File: src/hdl/color_adjust_pkg.sv
// Constants, command codes and field layout for the colour adjust command registers.
package color_adjust_pkg;

  // Full 16-bit command addresses used on the wide command interfaces.
  localparam logic [15:0] write_enhance2_addr = 16'h5c00;
  localparam logic [15:0] read_enhance2_addr = 16'h5d00;
  localparam logic [15:0] write_temp_shift_addr = 16'h6200;
  localparam logic [15:0] read_temp_shift_addr = 16'h6300;
  localparam logic [15:0] write_reading_look_addr = 16'h6400;

  // Reset values after power on, software reset and hardware reset.
  localparam logic [7:0] enhance2_reset = 8'h24;
  localparam logic [7:0] temp_shift_reset = 8'h00;
  localparam logic [7:0] reading_look_reset = 8'h00;

  // Field positions inside the parameter bytes.
  localparam int sunlight_enable_bit = 7;
  localparam int sunlight_level_hi = 6;
  localparam int sunlight_level_lo = 5;
  localparam int edge_enable_bit = 4;
  localparam int temp_enable_bit = 7;
  localparam int look_enable_bit = 7;
  localparam int look_level_hi = 6;

  // Decoded command kinds.
  typedef enum logic [2:0] {
    cmd_none = 3'h0,
    cmd_write_enhance2 = 3'h1,
    cmd_read_enhance2 = 3'h2,
    cmd_write_temp_shift = 3'h3,
    cmd_read_temp_shift = 3'h4,
    cmd_write_reading_look = 3'h5
  } cmd_kind_t;

  // Answer sequencer states, one-hot.
  typedef enum logic [1:0] {
    st_idle = 2'b01,
    st_answer = 2'b10
  } seq_state_t;

  // Maps a command address to its kind; short form carries only the high byte.
  function automatic cmd_kind_t decode_cmd(input logic [15:0] addr, input logic short_form);
    logic [15:0] full;
    full = short_form ? {addr[7:0], 8'h00} : addr;
    case (full)
      write_enhance2_addr: decode_cmd = cmd_write_enhance2;
      read_enhance2_addr: decode_cmd = cmd_read_enhance2;
      write_temp_shift_addr: decode_cmd = cmd_write_temp_shift;
      read_temp_shift_addr: decode_cmd = cmd_read_temp_shift;
      write_reading_look_addr: decode_cmd = cmd_write_reading_look;
      default: decode_cmd = cmd_none;
    endcase
  endfunction : decode_cmd

endpackage : color_adjust_pkg

File: src/hdl/byte_store.sv
// One 8-bit setting register with a fixed default and a synchronous clear.
`timescale 1ns/1ns
`default_nettype none
module byte_store #(
  parameter logic [7:0] reset_value = 8'h00
) (
  input wire logic clock,
  input wire logic reset,
  input wire logic clear,
  input wire logic write_enable,
  input wire logic [7:0] write_data,
  output logic [7:0] stored
);

  logic [7:0] value_q;
  logic [7:0] value_d;

  // Clear returns the default; every bit is kept as written, even unused ones.
  always_comb begin
    value_d = value_q;
    if (clear) begin
      value_d = reset_value;
    end else if (write_enable) begin
      value_d = write_data;
    end
  end

  // Asynchronous reset loads the constant default.
  always_ff @(posedge clock or posedge reset) begin
    if (reset) begin
      value_q <= reset_value;
    end else begin
      value_q <= value_d;
    end
  end

  assign stored = value_q;

endmodule : byte_store
`default_nettype wire

File: src/hdl/color_adjust_command_regs.sv
// Command register bank for the colour enhancement settings of the display driver.
`timescale 1ns/1ns
`default_nettype none
module color_adjust_command_regs (
  input wire logic clock,
  input wire logic reset,
  input wire logic soft_reset,
  input wire logic partial_mode,
  input wire logic cmd_valid,
  input wire logic cmd_write,
  input wire logic cmd_short,
  input wire logic [15:0] cmd_addr,
  input wire logic [7:0] cmd_param,
  output logic rd_valid,
  output logic [7:0] rd_data,
  output logic cmd_refused,
  output logic sunlight_boost_enable,
  output logic [1:0] sunlight_boost_level,
  output logic edge_sharpen_enable,
  output logic temp_shift_enable,
  output logic [7:0] temp_shift_setting,
  output logic reading_look_enable,
  output logic [6:0] reading_look_level
);

  // Stored parameter bytes.
  logic [7:0] enhance2_byte;
  logic [7:0] temp_shift_byte;
  logic [7:0] reading_look_byte;

  // Decoded request and its acceptance.
  color_adjust_pkg::cmd_kind_t kind;
  logic allowed;
  logic take;
  logic wr_enhance2;
  logic wr_temp_shift;
  logic wr_reading_look;
  logic rd_request;

  // Sequencer and answer registers.
  color_adjust_pkg::seq_state_t state_q;
  color_adjust_pkg::seq_state_t state_d;
  logic rd_valid_q;
  logic rd_valid_d;
  logic [7:0] rd_data_q;
  logic [7:0] rd_data_d;
  logic refused_q;
  logic refused_d;

  // Decode the address and the direction together; a write to a read address, a read
  // to a write address or an unknown address are all treated as unmapped.
  always_comb begin
    kind = color_adjust_pkg::decode_cmd(cmd_addr, cmd_short);
    allowed = !partial_mode && (state_q == color_adjust_pkg::st_idle);
    take = cmd_valid && allowed;
    wr_enhance2 = take && cmd_write && (kind == color_adjust_pkg::cmd_write_enhance2);
    wr_temp_shift = take && cmd_write && (kind == color_adjust_pkg::cmd_write_temp_shift);
    wr_reading_look = take && cmd_write && (kind == color_adjust_pkg::cmd_write_reading_look);
    rd_request = take && !cmd_write &&
                 ((kind == color_adjust_pkg::cmd_read_enhance2) ||
                  (kind == color_adjust_pkg::cmd_read_temp_shift));
  end

  // Enhancement-2 byte, written only by its own write command.
  byte_store #(
    .reset_value(color_adjust_pkg::enhance2_reset)
  ) enhance2_store (
    .clock(clock),
    .reset(reset),
    .clear(soft_reset),
    .write_enable(wr_enhance2),
    .write_data(cmd_param),
    .stored(enhance2_byte)
  );

  // Colour temperature shift byte.
  byte_store #(
    .reset_value(color_adjust_pkg::temp_shift_reset)
  ) temp_shift_store (
    .clock(clock),
    .reset(reset),
    .clear(soft_reset),
    .write_enable(wr_temp_shift),
    .write_data(cmd_param),
    .stored(temp_shift_byte)
  );

  // Reading look byte; its readback lives elsewhere, so only the fields leave here.
  byte_store #(
    .reset_value(color_adjust_pkg::reading_look_reset)
  ) reading_look_store (
    .clock(clock),
    .reset(reset),
    .clear(soft_reset),
    .write_enable(wr_reading_look),
    .write_data(cmd_param),
    .stored(reading_look_byte)
  );

  // Setting fields go straight from the stored flip-flops to the pixel path.
  assign sunlight_boost_enable = enhance2_byte[color_adjust_pkg::sunlight_enable_bit];
  assign sunlight_boost_level =
    enhance2_byte[color_adjust_pkg::sunlight_level_hi:color_adjust_pkg::sunlight_level_lo];
  assign edge_sharpen_enable = enhance2_byte[color_adjust_pkg::edge_enable_bit];
  // With the enable low the pixel path keeps the panel's native temperature.
  assign temp_shift_enable = temp_shift_byte[color_adjust_pkg::temp_enable_bit];
  assign temp_shift_setting = temp_shift_byte;
  assign reading_look_enable = reading_look_byte[color_adjust_pkg::look_enable_bit];
  assign reading_look_level = reading_look_byte[color_adjust_pkg::look_level_hi:0];

  // Answer sequencer: a read answers one cycle after it is taken, and the cycle
  // that presents the answer refuses commands so a slow host never sees two answers merge.
  always_comb begin
    state_d = state_q;
    rd_valid_d = 1'b0;
    rd_data_d = rd_data_q;
    refused_d = cmd_valid && !allowed;
    case (state_q)
      color_adjust_pkg::st_idle: begin
        if (rd_request) begin
          rd_valid_d = 1'b1;
          state_d = color_adjust_pkg::st_answer;
          if (kind == color_adjust_pkg::cmd_read_enhance2) begin
            rd_data_d = enhance2_byte;
          end else begin
            rd_data_d = temp_shift_byte;
          end
        end else if (take && (wr_enhance2 || wr_temp_shift || wr_reading_look) == 1'b0) begin
          refused_d = 1'b1;
        end
      end
      color_adjust_pkg::st_answer: begin
        state_d = color_adjust_pkg::st_idle;
      end
      default: begin
        state_d = color_adjust_pkg::st_idle;
      end
    endcase
    if (soft_reset) begin
      state_d = color_adjust_pkg::st_idle;
      rd_valid_d = 1'b0;
      rd_data_d = 8'h00;
    end
  end

  // Registers of the sequencer; data reads zero until the first answer.
  always_ff @(posedge clock or posedge reset) begin
    if (reset) begin
      state_q <= color_adjust_pkg::st_idle;
      rd_valid_q <= 1'b0;
      rd_data_q <= 8'h00;
      refused_q <= 1'b0;
    end else begin
      state_q <= state_d;
      rd_valid_q <= rd_valid_d;
      rd_data_q <= rd_data_d;
      refused_q <= refused_d;
    end
  end

  assign rd_valid = rd_valid_q;
  assign rd_data = rd_data_q;
  assign cmd_refused = refused_q;

endmodule : color_adjust_command_regs
`default_nettype wire

File: config.mk
export PLATFORM = sky130hd
export DESIGN_NAME = color_adjust_command_regs
export DESIGN_NICKNAME = d
export VERILOG_FILES = /design/src/hdl/color_adjust_pkg.sv /design/src/hdl/byte_store.sv /design/src/hdl/color_adjust_command_regs.sv
export SDC_FILE = /design/constraint.sdc
export NUM_CORES = 1
export LEC_CHECK = 0
export BUFFER_PORTS_ARGS = -buffer_cell sky130_fd_sc_hd__buf_2
export CAP_MARGIN = 40
export CORE_AREA = 2 2 77 79
export CTS_CLUSTER_DIAMETER = 200
export DETAILED_ROUTE_END_ITERATION = 10
export DIE_AREA = 0 0 79 81
export SYNTH_ARGS = -nofsm -noshare
export SYNTH_HDL_FRONTEND = slang
export SYNTH_SLANG_ARGS = --single-unit
File: constraint.sdc
create_clock -name clock -period 3 [get_ports clock]
set_clock_uncertainty 0.2 [all_clocks]
set_input_delay 0.6 -clock clock [delete_from_list [all_inputs] [get_ports clock]]
set_output_delay 0.6 -clock clock [all_outputs]
set_load 0.005 [all_outputs]
==> impl_metrics.ini <==
[detailed_routing]
routed_wl_um = 4989
vias_per_cell = 5.103
remaining_drc_errors = 0
ant_nets = 0
routed-via-count = 1730
firstDrtPassIters = 4
wl_per_cell_um = 14.72
drt_first_iter_violations = 148

[worst_setup_path]
reg2reg_to = rd_data[6]
required_ns = 3.02
arrival_ns = 2.44
worst-r2r-cell-count = 5
r2r-start = state_q[0]
r2r_slack_ns = 0.67
startpoint_type = primary input
critPathMaxFanout = 10
crit_path_end_kind = flip-flop
critical_path_class = primary input to flip-flop

[timing]
tightestPinTransition_ns = 0.6423
fin_tns_setup_ns = 0
fmax_ghz = 0.4133
min_period_over_period_pct = 80.65
worst_slack_ns = 0.5806
finalCriticalPeriod_ns = 2.419
setup_viol = 0
rsz0062_at_grt = no
drv_slew = 0
slew_headroom_pct = 57.13
hold_viol = 0

[clocking]
clk_path_buf_depth = 2
post_cts_resized = 0
path_clk_slew_ns = 0.08
clkSinkCount = 36
cts_setup_buffers = 0
numCtsBuffers = 5
cts_tree = built
clk_latency_ns = 0.29
hold_buffers = 0
htree_levels = 2
cts-root-buf = clkbuf_8

[grt]
grt-ovfl-total = 0
antenna_found_initial = 0
grt_pass1_vias = 1659
grt_use_total_pct = 16.48
grt_pass1_wl_um = 8245
grt_max_degree = 37

[run_status]
status = completed

[synthesis]
ys_seq_elements = 36
synth_edf_count = 0
synth.avg_cell_area_sq_um = 10.87
yosys_warnings = 0
synth_flop_cell = dfrtp_1
syn_inst = 201
seq_area_frac_synth_pct = 41.41
synthArstFlopShare_pct = 100.0
syn-num-nets = 232
syn-cell-area_sq_mm = 0.002185
yosysUniqueCellTypes = 46

[floorplan]
die_h_um = 81
dieArea_sq_mm = 0.006399
die_w_um = 79
core_area_sq_mm = 0.005675
ioPinCount = 62
row_count = 28
start_util_pct = 38.49

[flow_run]
maxCapViolations = 0

[placement]
postPlaceCellArea_sq_mm = 0.002560
io_buffers = 61
pre_cts_ws_ns = 0.2862
place.gp.congestion = 0.7960
hpwl_um = 3743

[final_layout]
drive_gt1_share_pct = 38.64
area_growth_pct = 21.19
fin_nets = 294
final_area_sq_mm = 0.002648
mostFrequentLayoutCells = buf_2 (61), dfrtp_1 (33), nand2_1 (24)
num_antenna_cells = 0
final_common_cell = buf_2

[pwr]
p_leak_nw = 1.240
power_density_mw_per_mm2 = 353.3
totalPowerFinal_mw = 0.9354
irDropWorstVdd_mv = 0.2527

[min_path]
hold_class = primary input to async pin
sequential cells by signal, indices dropped and copies added, names as in the netlist:
signal / cells
reading_look_store.stored: 8
rd_valid: 1
enhance2_store.stored: 8
rd_data: 8
state_q: 2
cmd_refused: 1
temp_shift_store.stored: 8
stage by stage:
stage	std cells	util, %	hold slack (ns)
after floorplan	201	-	0.3006
after global placement	331	45.11	0.2995
after detailed placement	331	45.11	0.3126
after CTS	339	46.65	0.2050
after global routing	339	46.65	0.2361
final	339	46.65	0.1861
synth_stat cells (3+ instances only):
master	n	area share (%)
dfrtp_1	33	38
nand2_1	24	4.1
mux2i_1	22	10
nor2_1	15	2.6
nor2b_1	13	3.7
a21oi_1	12	2.7
nand4_1	9	2.6
mux2_4	8	5.5
o31ai_1	8	2.7
buf_4	5	1.7
clkbuf_1	5	0.86
dfstp_2	3	3.6
nor3_1	3	0.69
where the power goes:
part / internal (mW) / switching, mW / total [mW]
Clock: 0.162 / 0.180 / 0.341
Combinational: 0.0369 / 0.0710 / 0.108
Sequential: 0.486 / 0.000177 / 0.486
Total: 0.685 / 0.251 / 0.935
worst max path at each step:
stage                                      end  slack [ns]   startpoint
global route        temp_shift_store.stored[1]        0.46  cmd_addr[1]
global placement    temp_shift_store.stored[7]        0.34  cmd_addr[2]
CTS                 temp_shift_store.stored[4]        0.58  cmd_addr[1]
detailed placement  temp_shift_store.stored[4]        0.29  cmd_addr[1]
finish              temp_shift_store.stored[1]        0.58  cmd_addr[1]
floorplan           temp_shift_store.stored[0]        0.76  cmd_addr[1]
logic make-up (layout without fill, tap and decap cells):
family	after synthesis	count (layout)	synth area share (%)
xor+xnor	2	2	0.8020
flops	36	36	41.41
buf+inv	13	76	3.437
simple gates	84	84	24.11
mux	30	30	15.58
compound gates	36	36	14.66
critical path: stages:
cell      delay, ns
buf_2          0.14
nor4_4         0.40
a21oi_2        0.23
nor3_4         0.28
o2111a_1       0.54
mux2i_1        0.25
layout make-up:
cell class | count | area [sq um]
fillers | 569 | 3028
clock inverters | 3 | 18.77
clock buffers | 5 | 68.82
multi-input cells | 152 | 1211
flip-flops and latches | 36 | 904.6
repair buffers | 66 | 342.8
inverters | 2 | 7.507
well taps | 75 | 93.84
routing by layer:
layer  wire (um)  vias to the layer above  track usage, %
met5           0                        -               0
li1            -                      862               -
met3         213                        7           3.667
met1        2431                      816           23.51
met4          54                        0           5.345
met2        2289                       45           24.92
Note: power is estimated with default switching activity, not from simulation.
